**src/hw/ssu_params.svh**
```systemverilog
// constants for the serial slave unit with buffer dma and semaphore
`ifndef SSU_PARAMS_SVH
`define SSU_PARAMS_SVH
`define SSU_ADDR_W 32
`define SSU_CNT_W 13
`define SSU_ORDER_MSB 1'b0
`define SSU_ORDER_LSB 1'b1
`define SSU_BIT_LAST 3'h7
`endif

```
**src/hw/ssu_pkg.sv**
```systemverilog
// types for the serial slave unit
`include "ssu_params.svh"
package ssu_pkg;
   typedef enum logic [1:0] {SSU_SEM_FREE, SSU_SEM_CPU, SSU_SEM_SLAVE} ssu_sem_type;
   typedef enum logic [1:0] {SSU_TR_IDLE, SSU_TR_GRANTED, SSU_TR_IGNORED} ssu_tr_type;
endpackage

```
**src/hw/ssu_top.sv**
```systemverilog
// serial slave unit: spi slave with byte dma channels and buffer semaphore
`timescale 1ns/1ps
`default_nettype none
`include "ssu_params.svh"
module ssu_top
   import ssu_pkg::*;
(
   input  wire logic                   core_clk,            // core clock, 100 MHz
   input  wire logic                   resetn,              // synchronous reset, active low
   input  wire logic                   enable,              // block enable
   input  wire logic                   cfg_cpol,            // clock polarity
   input  wire logic                   cfg_cpha,            // clock phase
   input  wire logic                   cfg_order,           // 0 msb first, 1 lsb first
   input  wire logic                   short_end_acquire,   // done-to-acquire shortcut
   input  wire logic [7:0]             tx_excess_flag_character,  // sent past tx limit
   input  wire logic [7:0]             default_character,   // sent in ignored transactions
   input  wire logic [`SSU_ADDR_W-1:0] rx_buffer_pointer,   // rx buffer base
   input  wire logic [`SSU_ADDR_W-1:0] tx_buffer_pointer,   // tx buffer base
   input  wire logic [`SSU_CNT_W-1:0]  rx_byte_limit,       // rx byte limit
   input  wire logic [`SSU_CNT_W-1:0]  tx_byte_limit,       // tx byte limit
   input  wire logic                   task_acquire,        // cpu acquire pulse
   input  wire logic                   task_release,        // cpu release pulse
   input  wire logic                   status_clear,        // clear status flags pulse
   input  wire logic                   chip_select_n,       // pin, active low
   input  wire logic                   sck,                 // pin, serial clock
   input  wire logic                   mosi,                // pin, data in
   output logic                        miso_o,              // serial data out
   output logic                        miso_oe_n,           // low while driving
   output logic                        sem_acquired_event,  // granted pulse
   output logic                        end_event,           // transaction done pulse
   output logic                        rx_buffer_full_event,// rx buffer full pulse
   output logic                        rx_overflow_flag,    // sticky receive overflow
   output logic                        tx_excess_flag,      // sticky over-read
   output logic [`SSU_CNT_W-1:0]       rx_byte_count,       // bytes written last time
   output logic [`SSU_CNT_W-1:0]       tx_byte_count,       // bytes read last time
   output logic                        sem_cpu_owned,       // semaphore held by cpu
   output logic                        dma_rd_req,          // tx read request
   output logic [`SSU_ADDR_W-1:0]      dma_rd_addr,         // tx read address
   input  wire logic                   dma_rd_ack,          // read data valid pulse
   input  wire logic [7:0]             dma_rd_data,         // read data
   output logic                        dma_wr_req,          // rx write request
   output logic [`SSU_ADDR_W-1:0]      dma_wr_addr,         // rx write address
   output logic [7:0]                  dma_wr_data,         // rx write data
   input  wire logic                   dma_wr_ack           // write taken pulse
);
   typedef struct packed {
      ssu_sem_type               sem;
      ssu_tr_type                tr;
      logic                      acq_pend;
      logic                      sck_prev;
      logic                      cs_prev;
      logic                      en_prev;
      logic [2:0]                bit_cnt;
      logic [7:0]                rx_sh;
      logic [7:0]                tx_sh;
      logic [7:0]                tx_next;
      logic                      tx_next_ok;
      logic [`SSU_CNT_W-1:0]     rx_n;
      logic [`SSU_CNT_W-1:0]     tx_n;
      logic [`SSU_CNT_W-1:0]     rx_cnt;
      logic [`SSU_CNT_W-1:0]     tx_cnt;
      logic                      rd_req;
      logic [`SSU_ADDR_W-1:0]    rd_addr;
      logic                      wr_req;
      logic [`SSU_ADDR_W-1:0]    wr_addr;
      logic [7:0]                wr_data;
      logic                      miso;
      logic                      oe_n;
      logic                      ev_acq;
      logic                      ev_end;
      logic                      ev_full;
      logic                      ovf;
      logic                      ovr;
      logic                      first_edge;
      logic                      cpu_own;
      logic [`SSU_CNT_W-1:0]     rx_out;
      logic [`SSU_CNT_W-1:0]     tx_out;
   } ssu_state_type;

   ssu_state_type st_q, st_d;
   logic [2:0]    pins_s;
   logic          cs_n_s, sck_s, mosi_s;

   // pins pass two flip-flops before any logic sees them
   ssu_sync #(.W(3)) u_sync (
      .core_clk (core_clk),
      .resetn   (resetn),
      .async_in ({chip_select_n, sck, mosi}),
      .rst_val  (3'h4),
      .sync_out (pins_s)
   );
   assign cs_n_s = pins_s[2];
   assign sck_s  = pins_s[1];
   assign mosi_s = pins_s[0];

   // bit picked for the line from a byte, given bit order
   function automatic logic pick_bit(input logic [7:0] b, input logic ord);
      pick_bit = (ord == `SSU_ORDER_LSB) ? b[0] : b[7];
   endfunction

   // byte shifted one place in transmit order
   function automatic logic [7:0] shift_tx(input logic [7:0] b, input logic ord);
      shift_tx = (ord == `SSU_ORDER_LSB) ? {1'b0, b[7:1]} : {b[6:0], 1'b0};
   endfunction

   logic cs_fall, cs_rise, sck_rise, sck_fall, lead, trail, samp, shft;
   logic [7:0] rx_byte;
   logic       en_rise;
   // the lead edge is the first edge away from idle polarity
   always_comb begin
      cs_fall  = st_q.cs_prev & ~cs_n_s;
      cs_rise  = ~st_q.cs_prev & cs_n_s;
      sck_rise = ~st_q.sck_prev & sck_s;
      sck_fall = st_q.sck_prev & ~sck_s;
      lead     = cfg_cpol ? sck_fall : sck_rise;
      trail    = cfg_cpol ? sck_rise : sck_fall;
      samp     = (cfg_cpha ? trail : lead) & ~cs_n_s;
      shft     = (cfg_cpha ? lead : trail) & ~cs_n_s;
      en_rise  = enable & ~st_q.en_prev;
      if (cfg_order == `SSU_ORDER_LSB) begin
         rx_byte = {mosi_s, st_q.rx_sh[7:1]};
      end else begin
         rx_byte = {st_q.rx_sh[6:0], mosi_s};
      end
   end

   // next state: semaphore, transaction, shifting and byte dma
   always_comb begin
      logic [7:0] nb;
      logic       load;
      logic       ovf_set;
      logic       ovr_set;
      nb      = 8'h00;
      load    = 1'b0;
      ovf_set = 1'b0;
      ovr_set = 1'b0;
      st_d    = st_q;
      st_d.sck_prev = sck_s;
      st_d.cs_prev  = cs_n_s;
      st_d.en_prev  = enable;
      st_d.ev_acq   = 1'b0;
      st_d.ev_end   = 1'b0;
      st_d.ev_full  = 1'b0;

      // dma handshakes retire on ack
      if (st_q.rd_req && dma_rd_ack) begin
         st_d.rd_req     = 1'b0;
         st_d.tx_next    = dma_rd_data;
         st_d.tx_next_ok = 1'b1;
      end
      if (st_q.wr_req && dma_wr_ack) begin
         st_d.wr_req = 1'b0;
      end

      // cpu tasks
      if (task_release && st_q.sem == SSU_SEM_CPU) begin
         st_d.sem = SSU_SEM_FREE;
      end // else no effect
      if (task_acquire) begin
         if (st_q.sem == SSU_SEM_CPU) begin
            st_d.ev_acq = 1'b1;
         end else if (st_q.sem == SSU_SEM_SLAVE) begin
            st_d.acq_pend = 1'b1;
         end else begin
            st_d.sem    = SSU_SEM_CPU;
            st_d.ev_acq = 1'b1;
         end
      end

      // chip select falls: slave tries for the semaphore; cpu wins a tie
      if (cs_fall && st_q.tr == SSU_TR_IDLE) begin
         st_d.bit_cnt = 3'h0;
         st_d.first_edge = 1'b1; // first bit is set up before any clock edge
         if (st_q.sem == SSU_SEM_FREE && !task_acquire) begin
            st_d.sem        = SSU_SEM_SLAVE;
            st_d.tr         = SSU_TR_GRANTED;
            st_d.rx_n       = '0;
            st_d.tx_n       = '0;
            st_d.rx_cnt     = '0;
            st_d.tx_cnt     = '0;
            st_d.rd_addr    = tx_buffer_pointer;
            st_d.wr_addr    = rx_buffer_pointer;
            st_d.tx_next_ok = 1'b0;
            if (tx_byte_limit != '0) begin
               st_d.rd_req = 1'b1;
               load        = 1'b0;
            end
            st_d.tx_sh = tx_excess_flag_character;
         end else begin
            st_d.tr    = SSU_TR_IGNORED;
            st_d.tx_sh = default_character;
         end
         st_d.oe_n = 1'b0;
         st_d.miso = pick_bit(st_d.tx_sh, cfg_order);
      end

      // first bit of a granted transaction once the tx byte arrives
      if (st_q.tr == SSU_TR_GRANTED && st_q.tx_n == '0 && st_q.bit_cnt == 3'h0 &&
          st_q.rd_req && dma_rd_ack) begin
         st_d.tx_sh      = dma_rd_data;
         st_d.miso       = pick_bit(dma_rd_data, cfg_order);
         st_d.tx_next_ok = 1'b0;
         st_d.tx_n       = `SSU_CNT_W'(1);
         st_d.tx_cnt     = `SSU_CNT_W'(1);
         st_d.rd_addr    = st_q.rd_addr + `SSU_ADDR_W'(1);
      end

      // sampling edge: collect bit, whole byte of a granted transaction goes to ram within the rx limit
      if (samp && st_q.tr != SSU_TR_IDLE) begin
         st_d.rx_sh   = rx_byte;
         st_d.bit_cnt = st_q.bit_cnt + 3'h1;
         st_d.first_edge = 1'b0;
         if (st_q.bit_cnt == `SSU_BIT_LAST) begin
            if (st_q.tr == SSU_TR_GRANTED) begin
               if (st_q.rx_n < rx_byte_limit) begin
                  st_d.wr_req  = 1'b1;
                  st_d.wr_data = rx_byte;
                  st_d.wr_addr = (st_q.rx_n == '0) ? st_q.wr_addr :
                                 st_q.wr_addr + `SSU_ADDR_W'(1);
                  st_d.rx_n    = st_q.rx_n + `SSU_CNT_W'(1);
                  st_d.rx_cnt  = st_q.rx_n + `SSU_CNT_W'(1);
                  if (st_q.rx_n + `SSU_CNT_W'(1) == rx_byte_limit) begin
                     st_d.ev_full = 1'b1;
                  end
               end else begin
                  st_d.ovf = 1'b1;
                  ovf_set  = 1'b1;
               end
            end
         end
      end

      // shifting edge: next bit, or next byte at a byte boundary
      if (shft && st_q.tr != SSU_TR_IDLE) begin
         if (st_q.first_edge) begin
            st_d.first_edge = 1'b0; // phase 1 lead edge keeps the preloaded bit
         end else if (st_q.bit_cnt == 3'h0) begin
            load = 1'b1;
         end else begin
            st_d.tx_sh = shift_tx(st_q.tx_sh, cfg_order);
            st_d.miso  = pick_bit(shift_tx(st_q.tx_sh, cfg_order), cfg_order);
         end
      end
      if (load && st_q.tr == SSU_TR_IGNORED) begin
         nb = default_character;
      end else if (load && st_q.tx_n < tx_byte_limit && st_q.tx_next_ok) begin
         nb              = st_q.tx_next;
         st_d.tx_next_ok = 1'b0;
         st_d.tx_n       = st_q.tx_n + `SSU_CNT_W'(1);
         st_d.tx_cnt     = st_q.tx_n + `SSU_CNT_W'(1);
         st_d.rd_addr    = st_q.rd_addr + `SSU_ADDR_W'(1);
      end else if (load) begin
         nb = tx_excess_flag_character;
         if (st_q.tx_n >= tx_byte_limit) begin
            st_d.ovr = 1'b1;
            ovr_set  = 1'b1;
         end
      end
      if (load) begin
         st_d.tx_sh = nb;
         st_d.miso  = pick_bit(nb, cfg_order);
      end

      // prefetch the following tx byte while the current one shifts
      if (st_q.tr == SSU_TR_GRANTED && !st_q.rd_req && !st_q.tx_next_ok &&
          st_q.tx_n != '0 && st_q.tx_n < tx_byte_limit && !cs_n_s) begin
         st_d.rd_req = 1'b1;
      end

      // chip select rises: end, release, hand over to pending cpu
      if (cs_rise && st_q.tr != SSU_TR_IDLE) begin
         st_d.oe_n = 1'b1;
         st_d.tr   = SSU_TR_IDLE;
         st_d.rd_req = 1'b0;
         if (st_q.tr == SSU_TR_GRANTED) begin
            st_d.ev_end = 1'b1;
            st_d.rx_out = st_q.rx_cnt;
            st_d.tx_out = st_q.tx_cnt;
            if (st_q.acq_pend || short_end_acquire) begin
               st_d.sem      = SSU_SEM_CPU;
               st_d.ev_acq   = 1'b1;
               st_d.acq_pend = 1'b0;
            end else begin
               st_d.sem = SSU_SEM_FREE;
            end
         end
      end

      if (status_clear) begin
         st_d.ovf = ovf_set; // set in the same cycle wins over clear
         st_d.ovr = ovr_set;
      end

      // enable start: cpu owns semaphore, no event
      if (en_rise) begin
         st_d.sem    = SSU_SEM_CPU;
         st_d.ev_acq = 1'b0;
      end
      if (!enable) begin
         st_d.sem  = SSU_SEM_FREE;
         st_d.tr   = SSU_TR_IDLE;
         st_d.oe_n = 1'b1;
         st_d.rd_req = 1'b0;
         st_d.wr_req = 1'b0;
         st_d.ev_acq = 1'b0;
         st_d.ev_end = 1'b0;
         st_d.ev_full = 1'b0;
         st_d.acq_pend = 1'b0;
      end
      if (!resetn) begin
         st_d      = '0;
         st_d.sem  = SSU_SEM_FREE;
         st_d.tr   = SSU_TR_IDLE;
         st_d.oe_n = 1'b1;
         st_d.cs_prev = 1'b1;
         st_d.en_prev = 1'b0;
      end
      // owner flag kept in its own flip-flop so the port is registered
      st_d.cpu_own = (st_d.sem == SSU_SEM_CPU);
   end

   always_ff @(posedge core_clk) begin
      st_q <= st_d;
   end

   // outputs straight from flip-flops
   assign miso_o               = st_q.miso;
   assign miso_oe_n            = st_q.oe_n;
   assign sem_acquired_event   = st_q.ev_acq;
   assign end_event            = st_q.ev_end;
   assign rx_buffer_full_event = st_q.ev_full;
   assign rx_overflow_flag     = st_q.ovf;
   assign tx_excess_flag       = st_q.ovr;
   assign rx_byte_count        = st_q.rx_out;
   assign tx_byte_count        = st_q.tx_out;
   assign dma_rd_req           = st_q.rd_req;
   assign dma_rd_addr          = st_q.rd_addr;
   assign dma_wr_req           = st_q.wr_req;
   assign dma_wr_addr          = st_q.wr_addr;
   assign dma_wr_data          = st_q.wr_data;
   // cpu ownership flag comes from its own flip-flop
   assign sem_cpu_owned        = st_q.cpu_own;
endmodule
`default_nettype wire

```
**src/hw/ssu_sync.sv**
```systemverilog
// two flip-flop synchroniser for the serial pins
`timescale 1ns/1ps
`default_nettype none
module ssu_sync
   import ssu_pkg::*;
#(
   parameter int W = 3
) (
   input  wire logic         core_clk, // core clock
   input  wire logic         resetn,   // synchronous reset, active low
   input  wire logic [W-1:0] async_in, // pins from outside the domain
   input  wire logic [W-1:0] rst_val,  // idle level after reset
   output logic      [W-1:0] sync_out  // synchronised copy
);
   typedef struct packed {
      logic [W-1:0] s1;
      logic [W-1:0] s2;
   } ssu_sync_state_type;
   ssu_sync_state_type st_q, st_d;

   // first stage only feeds the second
   always_comb begin
      st_d    = st_q;
      st_d.s1 = async_in;
      st_d.s2 = st_q.s1;
      if (!resetn) begin
         st_d.s1 = rst_val;
         st_d.s2 = rst_val;
      end
   end

   always_ff @(posedge core_clk) begin
      st_q <= st_d;
   end

   assign sync_out = st_q.s2;
endmodule
`default_nettype wire

```
**config.mk**
```make
export PLATFORM = sky130hd
export DESIGN_NAME = ssu_top
export DESIGN_NICKNAME = d
export VERILOG_FILES = /design/src/hw/ssu_pkg.sv /design/src/hw/ssu_top.sv /design/src/hw/ssu_sync.sv
export VERILOG_INCLUDE_DIRS = /design/src /design/src/hw
export SDC_FILE = /design/constraint.sdc
export NUM_CORES = 1
export LEC_CHECK = 0
export ABC_CLOCK_PERIOD_IN_PS = 2520
export BUFFER_PORTS_ARGS = -buffer_cell sky130_fd_sc_hd__buf_2
export CAP_MARGIN = 20
export CORE_MARGIN = 5
export CORE_UTILIZATION = 50
export DETAILED_ROUTE_END_ITERATION = 12
export PLACE_DENSITY_LB_ADDON = 0.12
export SLEW_MARGIN = 0
export SYNTH_ARGS = -nofsm -noshare
export SYNTH_HDL_FRONTEND = slang
export SYNTH_HIERARCHICAL = 1
export SYNTH_SLANG_ARGS = --single-unit
```
**constraint.sdc**
```tcl
create_clock -name core_clk -period 2.52 [get_ports core_clk]
set_input_delay 0.126 -clock core_clk [delete_from_list [all_inputs] [get_ports core_clk]]
set_output_delay 0.126 -clock core_clk [all_outputs]
set_load 0.005 [all_outputs]
```
* Word-level counts from Yosys, hierarchy flattened
Index checks and enable logic that the tools add are counted.
** Word-level totals
- Flip-flop bits (word level) :: 203
- Latch bits :: 0
- Memory bits (writable) :: 0
- ROM bits :: 0
- Bits of input ports :: 129
- Output and inout bits :: 108
- Word-level logic and storage cells :: 232
- Memories :: 0
** Operators by class
- $add $sub $neg :: 5
- $mul :: 0
- Divide/modulo/power cells :: 0
- $lt $le $gt $ge :: 3
- Equal/unequal tests :: 11
- Shifts and indexed selects :: 0
- Multiplexer cells :: 118
- Bitwise operators :: 14
- Reductions and logical operators :: 48
** Operators by type and width (count)
- 197-bit two-way mux :: 1
- 32-bit two-way mux :: 6
- 13-bit two-way mux :: 14
- 86-bit two-way mux :: 2
- 41-bit two-way mux :: 4
- 8-bit two-way mux :: 11
- 32-bit by 1-bit adder with 32-bit output, second input constant :: 2
- 1-bit two-way mux :: 56
- 26-bit two-way mux :: 2
- 2-bit two-way mux :: 14
- 13-bit by 1-bit adder with 13-bit output, second input constant :: 2
- 13-bit logical NOT :: 2
- 13-bit < comparator :: 2
- 13-bit nonzero test :: 2
- 1-bit logical AND :: 20
- 2-bit nonzero test :: 7
- 13-bit == test :: 1
- 13-bit greater-or-equal comparator :: 1
- 4-bit AND reduction :: 3
- 11-bit two-way mux :: 1
- 5-bit two-way mux :: 2
- 9-bit two-way mux :: 1
- 4-bit two-way mux :: 2
- 1-bit bitwise AND :: 7
- other kinds (16) :: 34

* Longest topological paths before layout
- Depth in word-level cells :: 15
- Depth in mapped cells :: 11
- Mapped depth without buffers :: 9

* Modules after synthesis
The synthesis kept the hierarchy.
** By module, submodules not included
- ssu_top :: instances 1, cells each 1431, area each 11362.1 um2, sequential area each 3943.8 um2
- ssu_sync :: instances 1, cells each 16, area each 244.0 um2, sequential area each 120.1 um2

* Worst setup path before layout
OpenSTA, ideal clock, no wires.
- Path kind :: flip-flop to flip-flop
- Start point :: reg st_q[145] in the netlist's numbering
- End point :: reg st_q (netlist bit dma_rd_addr[18])
- Setup time :: 74 ps
- Arrival :: 2382 ps
- Required time :: 2446 ps
- Slack :: 63 ps
- Stages on the path, launching flop included :: 10
- Path buffers :: 1
- Clock period less this slack :: 2457 ps
- Cell sequence :: dfxtp_1 > ha_1 > a21oi_1 > o21ai_0 > or2_2 > nor3_2 > a21oi_1 > buf_2 > or4_1 > a31oi_1
** Between the ends
- Word-level cells in the longest chain between the ends :: 8
- Elaborated cells between the ends (all ways) :: 11
- Those cells by class :: order compare (1); mux (3); reduce/logical (7)
** Ends and longest elaborated chain
- start: declaration :: RTL line ssu_top.sv:80 : ssu_state_type st_q, st_d;
- start signal: assignment :: RTL line ssu_top.sv:323 : st_q <= st_d;
- branches (longest 7 deep; another with 13-bit < comparator)
- 32-bit two-way mux (*) :: RTL line ssu_top.sv:244 : if (load && st_q.tr == SSU_TR_IGNORED) begin
Mark *: on every way between the ends.
A chain may end at the register's enable or synchronous reset.

* Worst setup path after layout
- Start point :: reg st_q[147] in the netlist's numbering
- End point :: reg st_q (netlist bit dma_rd_addr[24])
The elaborated chain is that of the path after synthesis.

==> impl_metrics.py <==
metrics = {
    "synth": {
        "synth_cell_type_count": 74,
        "syn_area_per_cell_um2": 8.02,
        "synthesis.instances": 1447,
        "synth_top_cells_by_count": "203 x dfxtp_1, 177 x nand2_1, 138 x a21oi_1, 104 x buf_4, 84 x nor2_1",
        "yosys_register_bits": 203,
        "netlist_area_um2": 11600,
        "synthArstFlopShare_pct": 0,
        "synth_top_area_share_pct": 35.0,
        "synth-main-ff-cell": "dfxtp_1",
        "synth.area.top_cells": "dfxtp_1 35%, buf_4 6.7%, a21oi_1 6.0%",
        "seq_area_frac_synth_pct": 35.0,
        "yosys_warnings": 6,
        "synth.most_common_cell": "dfxtp_1",
        "yosys.area.top_type": "dfxtp_1",
        "synth-edff-count": 0,
    },
    "route": {
        "detail_route.wl_per_cell_um": 17.1,
        "vias": 11300,
        "via_per_inst": 5.63,
        "finalWirelength_mm": 34.3,
        "drt_iter0_drc": 592,
        "drtAntennaViolNets": 0,
        "drtPass1Iterations": 5,
        "drc": 0,
    },
    "global_routing": {
        "antenna_found_initial": 3,
        "grt_pass1_vias": 10800,
        "grt_max_degree": 79,
        "grt_usage_pct": 24.8,
        "grt.overflow.total": 0,
        "grt_first_pass_wirelength_mm": 54.8,
    },
    "sta": {
        "worst_slew_pin_slew_ns": 0.530,
        "holdWs_ns": 0.0257,
        "fin_skew_ns": 0.00868,
        "slew_viol_final": 0,
        "finalHoldViolCount": 0,
        "finalSetupViolations": 0,
        "timing.final.crit_period_ns": 2.41,
        "min_period_over_period_pct": 95.6,
        "setup_slack_ns": 0.111,
        "rsz0062_at_grt": "false",
        "slew_headroom_pct": 64.6,
        "timing.fmax_ghz": 0.415,
    },
    "power_and_ir_drop": {
        "comb_power_share_pct": 11.0,
        "p_leak_nw": 6.05,
        "seq_power_share_pct": 42.3,
        "pwr-share-clk_pct": 46.7,
        "ir_worst_vdd_mv": 0.419,
        "pwr_density_cell_nw_per_um2": 558,
        "p_sw_mw": 1.89,
        "p_sw_share_pct": 23.5,
        "p_int_mw": 6.17,
    },
    "min_path": {
        "hold_path.class": "in2reg",
        "holdPathStages": 4,
        "min_from": "default_character[6]",
        "holdPathEnd": "st_q[176]",
    },
    "clocking": {
        "cts_tree": "built",
        "cts_buffer_depth": 3,
        "cts_root_buf": "clkbuf_16",
        "cts_htree_levels": 1,
        "worstSkewPairLatency_ns": 0.50,
        "clkTransAtPathRegs_ns": 0.06,
        "numCtsBuffers": 23,
        "cts_sinks": 203,
    },
    "final_layout": {
        "n_fill_cell": 1982,
        "instances_no_fill": 2011,
        "drive_above_1_share_pct": 23.6,
        "syn_to_final_growth_pct": 24.5,
        "final_util_pct": 63.5,
        "final-seq-area_um2": 4070,
        "final_nets": 1844,
        "multiInputGateArea_um2": 6360,
    },
    "floorplan": {
        "design.core.area_um2": 22800,
        "die_w_um": 162,
        "io_pins": 237,
        "fp.dieArea_um2": 26400,
        "start_util_pct": 51.0,
        "row_count": 55,
        "die_h_um": 162,
    },
    "run": {
        "maxCapViolCount": 0,
    },
    "setup_path": {
        "worstPathArrival_ns": 2.84,
        "rr_startpoint": "st_q[147]",
        "crit_required_ns": 2.96,
        "slowest_stage": "or4_1",
        "regToRegEndpoint": "dma_rd_addr[24]",
        "end_kind": "flip-flop",
        "rr_worst_depth": 9,
        "slowest_delay_ns": 0.51,
        "crit_fanout": 19,
        "cp-start-kind": "flip-flop",
        "critical_path_class": "reg2reg",
        "crit_chain": "ha_1 -> a21oi_1 -> o21ai_1 -> or2_4 -> nor3_4 -> a21oi_2 -> buf_12 -> or4_1 -> a31oi_1",
        "rrSetupSlack_ns": 0.11,
    },
    "place": {
        "gp_congestion": 0.923,
        "dp_cells": 1887,
        "place_hpwl_mm": 24.0,
        "post-place-ws_ns": -0.00227,
        "io_buffer_count": 236,
    },
    "run_status": {
        "outcome": "completed",
    },
}
## cell families after synthesis
logic type	Yosys count	synth area share, %
flip-flops	203	35.0
AO/OA/AOI/OAI	387	21.1
other	2	0.0647
AND/OR/NAND/NOR	513	22.4
multiplexers	42	3.99
buffers and inverters	231	11.0
adder cells (fa/ha/maj)	35	3.77
XOR/XNOR	34	2.63
## layer usage
metal | wire length [um] | global-route usage (%)
met5 | 0 | 0
met4 | 1170 | 8.65
met3 | 2080 | 4.07
met2 | 16000 | 41.6
met1 | 15100 | 32.3
## critical path: cells and delay by family, from the launching register on
kind / cells / cell delay (ns)
adder cells (fa/ha/maj): 1 / 0.30
flip-flops: 1 / 0.31
buffers and inverters: 1 / 0.17
AO/OA/AOI/OAI: 4 / 0.56
AND/OR/NAND/NOR: 3 / 1.00
## through the flow
step	total power, mW	area (um2)	TNS (ns)
after floorplan	3.98	11600	0
after global placement	4.23	12700	0
after detailed placement	4.25	12700	-0.00227
after CTS	8.12	14400	-0.0358
after global routing	8.36	14500	0
final	8.06	14500	0
## final cells by class
class | instances | share of cell area [%]
flip-flops and latches | 203 | 28.1
clock buffers | 31 | 4.54
well taps | 313 | 2.71
repair buffers | 386 | 17.9
inverters | 49 | 1.29
multi-input cells | 1017 | 44.0
diodes | 4 | 0.0692
clock inverters | 8 | 1.35
## registers in the layout (all words and copies together), names as in the netlist
signal                count
rx_buffer_full_event      1
sem_cpu_owned             1
u_sync/st_q               3
dma_wr_data               8
dma_rd_addr              32
st_q                     89
tx_excess_flag            1
tx_byte_count            13
rx_byte_count            13
rx_overflow_flag          1
dma_wr_req                1
dma_rd_req                1
dma_wr_addr              32
u_sync/sync_out           3
miso_oe_n                 1
end_event                 1
miso_o                    1
sem_acquired_event        1
## power groups by stage
stage               Clock (mW)  Sequential, mW  Combinational (mW)
finish                    3.77            3.41               0.884
global route              3.97            3.42               0.970
CTS                       3.84            3.41               0.869
detailed placement           0            3.48               0.769
global placement             0            3.47               0.758
floorplan                    0            3.44               0.532
## cell usage in the layout, fill, tap and decap left out, types with 7 or more instances in the layout
cell type,n
o21ai_0,56
mux2_4,7
nand3b_1,12
a22o_1,10
dfxtp_1,199
a211oi_1,36
mux2i_1,29
a22oi_1,21
buf_2,236
o211ai_1,10
a311oi_1,7
a21o_1,16
nand2b_1,10
or3_1,17
nand4_1,17
nand2_1,176
buf_4,62
nor3b_1,7
a31oi_1,37
dlygate4sd3_1,80
or4_1,7
nor4_1,10
or2_2,7
ha_1,34
a21oi_1,137
o21a_1,11
nor3_1,28
nand3_1,61
clkbuf_16,23
inv_1,48
and2_1,11
xnor2_1,18
xor2_1,15
nor2_1,83
and3_1,26
## worst max path at each step
stage / start / cells after the start / endpoint / slack (ns)
floorplan: st_q[145] / 9 / dma_rd_addr[18] / 0.06
global placement: st_q[147] / 9 / dma_rd_addr[18] / 0.06
detailed placement: st_q[147] / 9 / dma_rd_addr[24] / -0.002
CTS: st_q[147] / 9 / dma_rd_addr[24] / -0.02
global route: st_q[145] / 9 / dma_rd_addr[18] / 0.002
finish: st_q[147] / 9 / dma_rd_addr[24] / 0.11
## what timing repair did
action,in CTS,in global routing
endpoints found under the setup margin,4,42
hold buffers,80,0
pin swaps,0,3
endpoints found under the hold margin,81,0
gates resized for setup,0,16
buffers inserted,0,1
Power figures use the tool's default switching activity.
